### src/common/sevc_pkg.sv
package sevc_pkg;
  // seven bcd digits
  localparam int unsigned SEVC_DIGITS = 7;
  localparam int unsigned SEVC_CNT_W = 4 * SEVC_DIGITS;
  localparam logic [27:0] SEVC_CNT_MAX = 28'h9999999;
  localparam logic [27:0] SEVC_CNT_RST = 28'h0000000;
  // debounce settling time
  localparam int unsigned SEVC_CLK_MHZ = 100;
  localparam int unsigned SEVC_DEBOUNCE_US = 10000;
  localparam int unsigned SEVC_DEBOUNCE_CYC = SEVC_DEBOUNCE_US * SEVC_CLK_MHZ;
  localparam int unsigned SEVC_RATE_W = 32;
endpackage

### src/common/sevc_flt_if.sv
`timescale 1ns/1ns
interface sevc_flt_if;
  logic raw;
  logic level;
  logic rise;
  modport filt (input raw, output level, output rise);
  modport user (output raw, input level, input rise);
endinterface

### src/rtl/sevc_debounce.sv
`timescale 1ns/1ns
module sevc_debounce
  import sevc_pkg::*;
#(
  parameter int unsigned SETTLE_CYC = SEVC_DEBOUNCE_CYC
) (
  // clock, reset and enable
  input wire logic clk,
  input wire logic rstn,
  input wire logic ce,
  // filter link
  sevc_flt_if.filt flt
);
  logic [31:0] cnt_q, cnt_d;
  logic level_q, level_d;
  logic rise_q, rise_d;

  // level accepted only after the raw input differs for a whole settle time
  always_comb begin
    cnt_d = 32'h0;
    level_d = level_q;
    rise_d = 1'b0;
    if (flt.raw != level_q) begin
      if (cnt_q >= SETTLE_CYC - 1) begin
        level_d = flt.raw;
        rise_d = flt.raw;
      end else begin
        cnt_d = cnt_q + 32'h1;
      end
    end
  end

  always_ff @(posedge clk) begin
    if (!rstn) begin
      cnt_q <= 32'h0;
      level_q <= 1'b0;
      rise_q <= 1'b0;
    end else if (ce) begin
      cnt_q <= cnt_d;
      level_q <= level_d;
      rise_q <= rise_d;
    end
  end

  assign flt.level = level_q;
  assign flt.rise = rise_q;

  a_settle_before_rise: assert property (@(posedge clk) disable iff (!rstn)
    rise_q |-> level_q)
    else $error("rise pulse without accepted high level");
  a_rise_on_level: assert property (@(posedge clk) disable iff (!rstn)
    $rose(level_q) |-> rise_q)
    else $error("accepted high level without a rise pulse");
endmodule

### src/rtl/sevc_counter.sv
`timescale 1ns/1ns
// What this block does
// - count events on the tally input pin
// - saturate at 9,999,999, then hold
// - count query returns count, leaves it
// - clear command zeroes the count
// - fetch-and-zero atomic, keeps simultaneous event
// - count zero after power-up reset
// - restart and line break leave count
// - debounce the event input
// - read-data returns rate, not total
module sevc_counter
  import sevc_pkg::*;
#(
  parameter int unsigned SETTLE_CYC = SEVC_DEBOUNCE_CYC,
  parameter int unsigned RATE_W = SEVC_RATE_W,
  // saturation point; a bench may lower it so the limit is reachable in a short run
  parameter logic [SEVC_CNT_W-1:0] CNT_MAX = SEVC_CNT_MAX
) (
  // clock, reset, enable
  input wire logic clk,
  input wire logic rstn,
  input wire logic ce,
  // event pin
  input wire logic tally_input_pin,
  // host commands, one-cycle pulses from the command decoder
  input wire logic count_query_cmd,
  input wire logic clear_cmd,
  input wire logic fetch_and_zero_cmd,
  input wire logic read_data_cmd,
  input wire logic module_restart_cmd,
  input wire logic line_break,
  // measured rate from the frequency path
  input wire logic [RATE_W-1:0] rate_value,
  // answers
  output logic [SEVC_CNT_W-1:0] count_out,
  output logic count_valid,
  output logic [RATE_W-1:0] rate_out,
  output logic rate_valid,
  output logic saturated
);
  ////////////////////////////////////////////////////////////////////////////
  // pin synchroniser and filter
  logic sync1_q, sync2_q;
  always_ff @(posedge clk) begin
    if (!rstn) begin
      sync1_q <= 1'b0;
      sync2_q <= 1'b0;
    end else if (ce) begin
      sync1_q <= tally_input_pin;
      sync2_q <= sync1_q;
    end
  end

  sevc_flt_if flt ();
  assign flt.raw = sync2_q;

  sevc_debounce #(
    .SETTLE_CYC(SETTLE_CYC)
  ) u_deb (
    .clk(clk),
    .rstn(rstn),
    .ce(ce),
    .flt(flt)
  );

  ////////////////////////////////////////////////////////////////////////////
  // bcd counter
  logic [SEVC_CNT_W-1:0] cnt_q, cnt_d, inc;
  logic [SEVC_DIGITS:0] carry;

  // ripple bcd increment, one digit per generate step
  assign carry[0] = 1'b1;
  for (genvar g = 0; g < SEVC_DIGITS; g++) begin : g_dig
    logic [3:0] dig;
    assign dig = cnt_q[4*g +: 4];
    assign inc[4*g +: 4] = !carry[g] ? dig : (dig == 4'h9) ? 4'h0 : dig + 4'h1;
    assign carry[g+1] = carry[g] && (dig == 4'h9);
    a_bcd_digits: assert property (@(posedge clk) disable iff (!rstn)
      dig <= 4'h9)
      else $error("count digit out of bcd range");
  end

  logic at_max;
  assign at_max = (cnt_q == CNT_MAX);

  logic [SEVC_CNT_W-1:0] cnt_out_q, cnt_out_d;
  logic cnt_vld_q, cnt_vld_d;
  logic [RATE_W-1:0] rate_q, rate_d;
  logic rate_vld_q, rate_vld_d;
  logic sat_q, sat_d;

  // restart and line break are deliberately not inputs to this logic
  always_comb begin
    cnt_d = cnt_q;
    cnt_out_d = cnt_out_q;
    cnt_vld_d = 1'b0;
    rate_d = rate_q;
    rate_vld_d = 1'b0;
    if (count_query_cmd || fetch_and_zero_cmd) begin
      cnt_out_d = cnt_q;
      cnt_vld_d = 1'b1;
    end
    if (clear_cmd || fetch_and_zero_cmd) begin
      // an edge in the same cycle starts the new count at one
      cnt_d = flt.rise ? {{(SEVC_CNT_W-1){1'b0}}, 1'b1} : SEVC_CNT_RST;
    end else if (flt.rise && !at_max) begin
      cnt_d = inc;
    end
    if (read_data_cmd) begin
      rate_d = rate_value;
      rate_vld_d = 1'b1;
    end
    sat_d = (cnt_d == CNT_MAX);
  end

  always_ff @(posedge clk) begin
    if (!rstn) begin
      cnt_q <= SEVC_CNT_RST;
      cnt_out_q <= SEVC_CNT_RST;
      cnt_vld_q <= 1'b0;
      rate_q <= '0;
      rate_vld_q <= 1'b0;
      sat_q <= 1'b0;
    end else if (ce) begin
      cnt_q <= cnt_d;
      cnt_out_q <= cnt_out_d;
      cnt_vld_q <= cnt_vld_d;
      rate_q <= rate_d;
      rate_vld_q <= rate_vld_d;
      sat_q <= sat_d;
    end
  end

  assign count_out = cnt_out_q;
  assign count_valid = cnt_vld_q;
  assign rate_out = rate_q;
  assign rate_valid = rate_vld_q;
  assign saturated = sat_q;

  ////////////////////////////////////////////////////////////////////////////
  // checks
  a_sat_holds: assert property (@(posedge clk) disable iff (!rstn)
    ce && at_max && !clear_cmd && !fetch_and_zero_cmd |=> at_max)
    else $error("count left maximum without a clear");

  a_edge_at_max: assert property (@(posedge clk) disable iff (!rstn)
    ce && at_max && flt.rise && !clear_cmd && !fetch_and_zero_cmd |=> $stable(cnt_q))
    else $error("edge moved a saturated count");

  a_sat_flag: assert property (@(posedge clk) disable iff (!rstn)
    saturated == at_max)
    else $error("saturated flag disagrees with count");

  a_query_no_change: assert property (@(posedge clk) disable iff (!rstn)
    ce && count_query_cmd && !clear_cmd && !fetch_and_zero_cmd && !flt.rise
    |=> $stable(cnt_q) && cnt_out_q == $past(cnt_q))
    else $error("query changed count or answered wrong");

  a_answer_pulse: assert property (@(posedge clk) disable iff (!rstn)
    ce && !count_query_cmd && !fetch_and_zero_cmd |=> !cnt_vld_q)
    else $error("count answer without a request");

  a_answer_holds: assert property (@(posedge clk) disable iff (!rstn)
    ce && !count_query_cmd && !fetch_and_zero_cmd |=> $stable(cnt_out_q))
    else $error("count answer changed without a request");

  a_clear_zero: assert property (@(posedge clk) disable iff (!rstn)
    ce && clear_cmd && !flt.rise |=> cnt_q == SEVC_CNT_RST)
    else $error("clear did not zero count");

  a_fetch_keeps_edge: assert property (@(posedge clk) disable iff (!rstn)
    ce && fetch_and_zero_cmd && flt.rise
    |=> cnt_q == 28'h0000001 && cnt_out_q == $past(cnt_q) && cnt_vld_q)
    else $error("fetch and zero lost an event");

  a_fetch_zero: assert property (@(posedge clk) disable iff (!rstn)
    ce && fetch_and_zero_cmd && !flt.rise
    |=> cnt_q == SEVC_CNT_RST && cnt_out_q == $past(cnt_q) && cnt_vld_q)
    else $error("fetch and zero answered wrong or left a count");

  a_one_per_edge: assert property (@(posedge clk) disable iff (!rstn)
    ce && flt.rise && !at_max && !clear_cmd && !fetch_and_zero_cmd
    |=> cnt_q == $past(inc) && cnt_q != $past(cnt_q))
    else $error("edge did not advance count by one");

  a_no_edge_stable: assert property (@(posedge clk) disable iff (!rstn)
    ce && !flt.rise && !clear_cmd && !fetch_and_zero_cmd |=> $stable(cnt_q))
    else $error("count moved without an edge or clear");

  a_restart_inert: assert property (@(posedge clk) disable iff (!rstn)
    ce && (module_restart_cmd || line_break) && !flt.rise && !clear_cmd
    && !fetch_and_zero_cmd |=> $stable(cnt_q))
    else $error("restart or line break moved the count");

  // a frozen enable must not let a held rise pulse count twice
  a_frozen_count: assert property (@(posedge clk) disable iff (!rstn)
    !ce |=> $stable(cnt_q) && $stable(cnt_out_q))
    else $error("count moved while the clock enable was low");

  a_pin_sync: assert property (@(posedge clk) disable iff (!rstn)
    ce |=> sync1_q == $past(tally_input_pin) && sync2_q == $past(sync1_q))
    else $error("synchroniser stage skipped");

  a_carry_at_max: assert property (@(posedge clk) disable iff (!rstn)
    carry[SEVC_DIGITS] == (cnt_q == SEVC_CNT_MAX))
    else $error("ripple carry disagrees with all-nines count");

  a_rate_answer: assert property (@(posedge clk) disable iff (!rstn)
    ce && read_data_cmd |=> rate_valid && rate_out == $past(rate_value))
    else $error("read data answer wrong");

  a_rate_steady: assert property (@(posedge clk) disable iff (!rstn)
    ce && !read_data_cmd |=> $stable(rate_q) && !rate_vld_q)
    else $error("rate answer changed without a request");

  a_rate_leaves_count: assert property (@(posedge clk) disable iff (!rstn)
    ce && read_data_cmd && !flt.rise && !clear_cmd && !fetch_and_zero_cmd
    |=> $stable(cnt_q))
    else $error("read data disturbed the event total");

  a_reset_zero: assert property (@(posedge clk)
    !rstn |=> cnt_q == SEVC_CNT_RST)
    else $error("count not zero after reset");
endmodule

### config.mk
export PLATFORM = sky130hd
export DESIGN_NAME = sevc_counter
export DESIGN_NICKNAME = d
export VERILOG_FILES = /design/src/common/sevc_pkg.sv /design/src/common/sevc_flt_if.sv /design/src/rtl/sevc_debounce.sv /design/src/rtl/sevc_counter.sv
export SDC_FILE = /design/constraint.sdc
export NUM_CORES = 1
export LEC_CHECK = 0
export ABC_AREA = 1
export BUFFER_PORTS_ARGS = -buffer_cell sky130_fd_sc_hd__buf_2
export CAP_MARGIN = 20
export CORE_MARGIN = 1.5
export CORE_UTILIZATION = 45
export CTS_CLUSTER_DIAMETER = 100
export CTS_CLUSTER_SIZE = 30
export DETAILED_ROUTE_END_ITERATION = 6
export GPL_ROUTABILITY_DRIVEN = 0
export PLACE_DENSITY_LB_ADDON = 0.3
export SYNTH_ARGS = -nofsm -noshare
export SYNTH_HDL_FRONTEND = slang
export SYNTH_SLANG_ARGS = --single-unit
### constraint.sdc
create_clock -name clk -period 2.1 [get_ports clk]
set_input_delay 0.315 -clock clk [delete_from_list [all_inputs] [get_ports clk]]
set_output_delay 0.315 -clock clk [all_outputs]
set_load 0.02 [all_outputs]
# Word level (Yosys, flattened, before mapping)
# Cells that the tools add are included.
dict set report classes {
  n_addsub 8
  order_cmp 1
  eq_ne 10
  mux 22
  reduce_logical 12
}
# cell n
set op_table {}
lappend op_table {{$mux 32} 2}
lappend op_table {{$eq 28x28->1 const B} 2}
lappend op_table {{$mux 28} 2}
lappend op_table {{$mux 4} 13}
lappend op_table {{$add 32x1->32 const B} 1}
lappend op_table {{$ge 32x20->1 const B} 1}
lappend op_table {{$add 4x1->4 const B} 7}
lappend op_table {{$eq 4x4->1 const B} 7}
lappend op_table {{$logic_and 1x1->1} 6}
lappend op_table {{$mux 1} 5}
lappend op_table {{$reduce_and 2->1} 2}
lappend op_table {{$reduce_and 3->1} 1}
lappend op_table {{$logic_or 1x1->1} 2}
lappend op_table {{$logic_not 1->1} 1}
lappend op_table {{$ne 1x1->1} 1}
dict set report word_totals {
  register_bits 127
  input_bits 42
  word_cells 64
}

# Depth between registers and ports, before layout
dict set report logic_depth {
  ltp_word 10
  mapped_depth 18
}

# Hierarchy
# A second synthesis with hierarchy kept.
dict set report unflattened {
  cells_unflattened 920
  area_unflattened_um2 6268.5
}
# mod n_inst cells_each area_per_inst_um2 seq_area_each_um2
set by_module_without_submodules {}
lappend by_module_without_submodules {sevc_counter 1 656 4415.5 1861.8}
lappend by_module_without_submodules {sevc_debounce 1 264 1853.0 680.7}

# Worst setup path before layout
# Ideal clock, no wire load.
dict set report synth_path {
  kind {register to register}
  start {reg cnt_q[0]}
  end {reg sat_q, in the netlist saturated}
  setup_ps 67
  arrival_ps 1916
  slack_ps 117
  stages_incl_launch_ff 17
  path_buffers 1
  period_less_slack_ps 1983
  cell_sequence {dfxtp_1 ha_1 nand2_1 nor2_1 nand3_2 nor2_4 nand2_2 nand2_4 buf_6 a21oi_1 nor2_1 nand3_1 nor2_1 nand2_1 nor2_1 nand2_1 a21oi_2}
}
dict set report synth_between {
  elab_chain_len 10
  elab_cells_between_ends 20
  cone_classes {add/sub (1); eq/ne (3); mux (9); reduce/logical (7)}
}
# element line_no
set synth_rtl {}
lappend synth_rtl {{start, declared} sevc_counter.sv:69} ;# logic [SEVC_CNT_W-1:0] cnt_q, cnt_d, inc;
lappend synth_rtl {{start signal, assigned} sevc_counter.sv:126} ;# cnt_q <= cnt_d;
lappend synth_rtl {{$eq 4x4->1} {sevc_counter.sv:77, sevc_counter.sv:78}}
lappend synth_rtl {{$logic_and 1x1->1 (5 in a row)} sevc_counter.sv:78} ;# assign carry[g+1] = carry[g] && (dig == 4'h9);
lappend synth_rtl {{$mux 4} sevc_counter.sv:77} ;# assign inc[4*g +: 4] = !carry[g] ? dig : (dig == 4'h9) ? 4'h0 : dig + 4'h1;
lappend synth_rtl {{$mux 28 *} sevc_counter.sv:107} ;# end else if (flt.rise && !at_max) begin
lappend synth_rtl {{$mux 28 *} sevc_counter.sv:104} ;# if (clear_cmd || fetch_and_zero_cmd) begin
lappend synth_rtl {{$eq 28x28->1 *} sevc_counter.sv:114} ;# sat_d = (cnt_d == CNT_MAX);
lappend synth_rtl {{end signal, assigned} sevc_counter.sv:131} ;# sat_q <= sat_d;
lappend synth_rtl {{end, declared} sevc_counter.sv:91} ;# logic sat_q, sat_d;
# Every way passes the cells marked *; elsewhere a longest branch is shown, timed or not.
# A chain may end at the register's enable or synchronous reset.

# Worst setup path in the final report
dict set report layout_path {
  start {reg cnt_q[1]}
  end {reg sat_q, in the netlist saturated}
}
# Same word-level chain as after synthesis.

==> results.json <==
{
  "htree_levels": 4,
  "syn-mean-instance-area_sq_um": 6.85,
  "worstSkewPairLatency_ps": 420,
  "avgRoutedWirePerCell_um": 12.9,
  "mostFrequentLayoutCells": "nand2_1, dfxtp_1, nor2_1, o21ai_0, buf_2",
  "cts_hold_buf": 0,
  "timing.final.crit_share_pct": 103,
  "commonest_non_fill_non_tap_cell_in_the_layout": "nand2_1",
  "number_of_failing_setup_endpoints_in_the_final_timing_report": 1,
  "crit_slowest_cell": "dfxtp_2",
  "comb_power_share_pct": 10.6,
  "ys_seq_area_share_pct": 42.7,
  "synth-async-reset-ratio_pct": 0,
  "n_fill_cell": 1112,
  "outcome": "finished, violations left",
  "cts_num_sinks": 127,
  "detailroute.via_count": 6145,
  "cts.clk_slew.worst_paths_ps": 60,
  "synth_xor_xnor_area_share_pct": 1.77,
  "initial_cell_density_of_the_core_pct": 46.6,
  "final_period_minus_worst_setup_slack_ps": 2170,
  "ctsLongestPathBuffers": 2,
  "gr-total-overflow": 0,
  "boundaryPins": 105,
  "ys_warn_count": 0,
  "drt_iter0_drc": 413,
  "final_layout_size_suffix_gt1_share_pct": 27.4,
  "p_leak_nw": 3.32,
  "worst_path_largest_cell_delay_ps": 330,
  "largest_net_degree_at_the_start_of_global_routing": 49,
  "synth_simple_gate_area_share_pct": 28.7,
  "vias_in_the_first_global_route": 5381,
  "syn2layout_area_growth_pct": 32.2,
  "cap_violations": 0,
  "synth_top_family_by_area": "simple AND/OR/NAND/NOR gates",
  "hold_class": "in2reg",
  "synthesis.area_sq_um": 5950,
  "grt.total_usage_pct": 22.2,
  "ant_cells": 0,
  "number_of_unique_standard_cell_types_used_by_synthesis": 36,
  "worstReg2RegEnd": "saturated",
  "ir_drop_v": 0.000587,
  "hold_start": "tally_input_pin",
  "tightest_slew_ps": 669,
  "power.density_nw_per_um2": 763,
  "rr_startpoint": "cnt_q[1]",
  "arrival_ps": 2530,
  "post-dp-hpwl_um": 10300,
  "netSwitchingPower_mw": 1.62,
  "dr.pass1.iters": 5,
  "internal_power_mw": 4.39,
  "data_required_critical_path_ps": 2460,
  "regToRegSetupSlack_ps": -70,
  "synth_adder_area_share_pct": 0.631,
  "critical_path_class": "reg2reg",
  "antenna_violations_before_repair": 0,
  "finalNetCount": 1074,
  "critPathMostFrequentCell": "nand2_1",
  "violated_checks": "setup timing",
  "vias_per_cell": 5.06,
  "layout.core_utilization_pct": 61.6,
  "slew_headroom_pct": 55.1,
  "whs_endpoint": "sync1_q",
  "syn-instance-count": 868,
  "finalWirelength_um": 15700,
  "number_of_remaining_drc_errors": 0,
  "worstPathBufferInverterCount": 1,
  "cts.root.buffer_cell": "clkbuf_16",
  "report.final.slew_viol_count": 0,
  "synth.mux.area_fraction_pct": 0,
  "place.port_buffers": 102,
  "sum_of_internal_switching_and_leakage_power_mw": 6.01,
  "synth_compound_gate_area_share_pct": 18.6,
  "cell_depth_of_the_worst_hold_path": 3,
  "floorplan.die.width_um": 118,
  "tritoncts.num_buffers": 17,
  "clock_power_share_pct": 46.6,
  "final_antenna_net_count": 0,
  "fin_setup_tns_ps": -71.0,
  "worst_slack_ps": -71.0,
  "cts_tree": "done",
  "crit_path_cell_trace": "inv_2, ha_4, nand2_4, nor2_4, nand3_4, nor2_4, nand4_1, nand2_1, nand2_1, nor2_2, nand3_1, nor2_1, nand2_1, nor2_1, nand2_1, a21oi_2",
  "fp.dieH_um": 118,
  "finalClockSkew_ps": 6.89,
  "critical_path.max_fanout": 4,
  "synth_edf_count": 0,
  "synth.ff_latch_count": 127,
  "worstSetupEndpointType": "flip-flop",
  "critPathTopFamily": "simple AND/OR/NAND/NOR gates",
  "worst_hold_check_slack_ps": 122,
  "kind_of_start_point_of_the_critical_path": "flip-flop",
  "synth_top_flop_cell": "dfxtp_1",
  "wire_length_of_the_first_global_routing_pass_um": 25200,
  "grt_setup_unrepaired": "true",
  "fp.coreArea_sq_um": 12800,
  "power.share.switching_pct": 26.9,
  "worstRegToRegCells": 16,
  "core.rowCount": 41,
  "flop_pwr_share_pct": 42.8,
  "hold_violations": 0,
  "fmax_mhz": 461,
  "overall_die_area_sq_um": 13900,
  "synth_nets": 913
}
## cell families (layout without fill, tap and decap cells)
group,Yosys count,in the layout
compound gates,214,214
xor+xnor,12,12
fa+ha+maj,3,3
buf+inv,111,285
flops,127,127
simple gates,401,401
## power by group through the flow
stage	combinational, mW	sequential, mW	clock (mW)
after floorplan	0.269	2.73	0
final	0.636	2.57	2.80
after detailed placement	0.620	2.62	0
after global placement	0.615	2.62	0
after CTS	0.624	2.57	2.84
after global routing	0.706	2.59	2.96
## layer usage
metal,vias to the layer above,share of wire [%],track usage [%]
li1,3173,-,-
met1,2766,48,30.3
met2,190,45,34.1
met3,16,6.0,4.89
met4,0,1.2,8.61
met5,-,0,0
## how the worst max path moves through the flow
stage	start	to	slack, ps	depth (start not counted)
finish	cnt_q[1]	saturated	-70	16
global route	cnt_q[14]	saturated	-260	17
CTS	cnt_q[1]	saturated	5	19
detailed placement	cnt_q[1]	saturated	-70	16
global placement	cnt_q[1]	saturated	-60	16
floorplan	cnt_q[0]	saturated	120	16
## layout make-up
| class | count | area [sq um] | area share (%) |
|---|---|---|---|
| Timing Repair inverter | 1 | 7.51 | 0.0954 |
| Tap cell | 172 | 215 | 2.74 |
| Inverter | 66 | 251 | 3.20 |
| Sequential cell | 127 | 2550 | 32.4 |
| Clock buffer | 18 | 429 | 5.45 |
| Multi-Input combinational cell | 630 | 3100 | 39.4 |
| Timing Repair Buffer | 186 | 1180 | 15.1 |
| Clock inverter | 14 | 134 | 1.70 |
## state kept, by name, summed over array words and instances, names as in the netlist
signal,cells
cnt_q,28
count_out,28
count_valid,1
flt.raw,1
rate_out,32
rate_valid,1
saturated,1
sync1_q,1
u_deb.cnt_q,32
u_deb.flt.level,1
u_deb.flt.rise,1
## per-stage QoR
step                std cells  cell area [sq um]  setup WS, ps
detailed placement       1171               7050         -74.1
CTS                      1207               7670          5.01
floorplan                 868               5950           117
global route             1214               7870          -265
finish                   1214               7870         -71.0
global placement         1171               7050         -60.2
## repair_timing
action | CTS | global route
endpoints found under the setup margin | 1 | 25
resized for setup | 7 | 42
pin swaps | 4 | 20
cloned | 0 | 2
setup buffers | 4 | 5
## worst register-to-register path, delay by kind of cell (launching register included)
family          cells  cell delay [ps]
compound gates      1              130
fa+ha+maj           1              160
buf+inv             1               80
flops               1              330
simple gates       13             1420
## synth_stat cells, types with 2 or more instances
cell | count | area (sq um)
buf_2 | 2 | 10.0
dfxtp_1 | 127 | 2540
nand4_1 | 15 | 93.8
nand3_1 | 35 | 175
xnor2_1 | 2 | 17.5
a21oi_2 | 2 | 17.5
buf_1 | 2 | 7.51
ha_1 | 3 | 37.5
nand3_2 | 2 | 20.0
a211oi_1 | 4 | 30.0
xor2_1 | 10 | 87.6
o21ai_1 | 5 | 25.0
a31oi_1 | 3 | 18.8
buf_6 | 2 | 22.5
nor2_2 | 7 | 43.8
clkbuf_1 | 37 | 139
inv_1 | 51 | 191
nand2_1 | 175 | 657
or2_2 | 6 | 37.5
nand2_2 | 2 | 12.5
nor3_1 | 20 | 100
o21ai_0 | 111 | 556
inv_2 | 14 | 52.6
nor2_1 | 131 | 492
o21a_1 | 2 | 15.0
o211ai_1 | 2 | 15.0
nand3b_1 | 2 | 15.0
nor2_4 | 3 | 33.8
a21oi_1 | 84 | 420
Note: power is estimated with default switching activity, not from simulation.
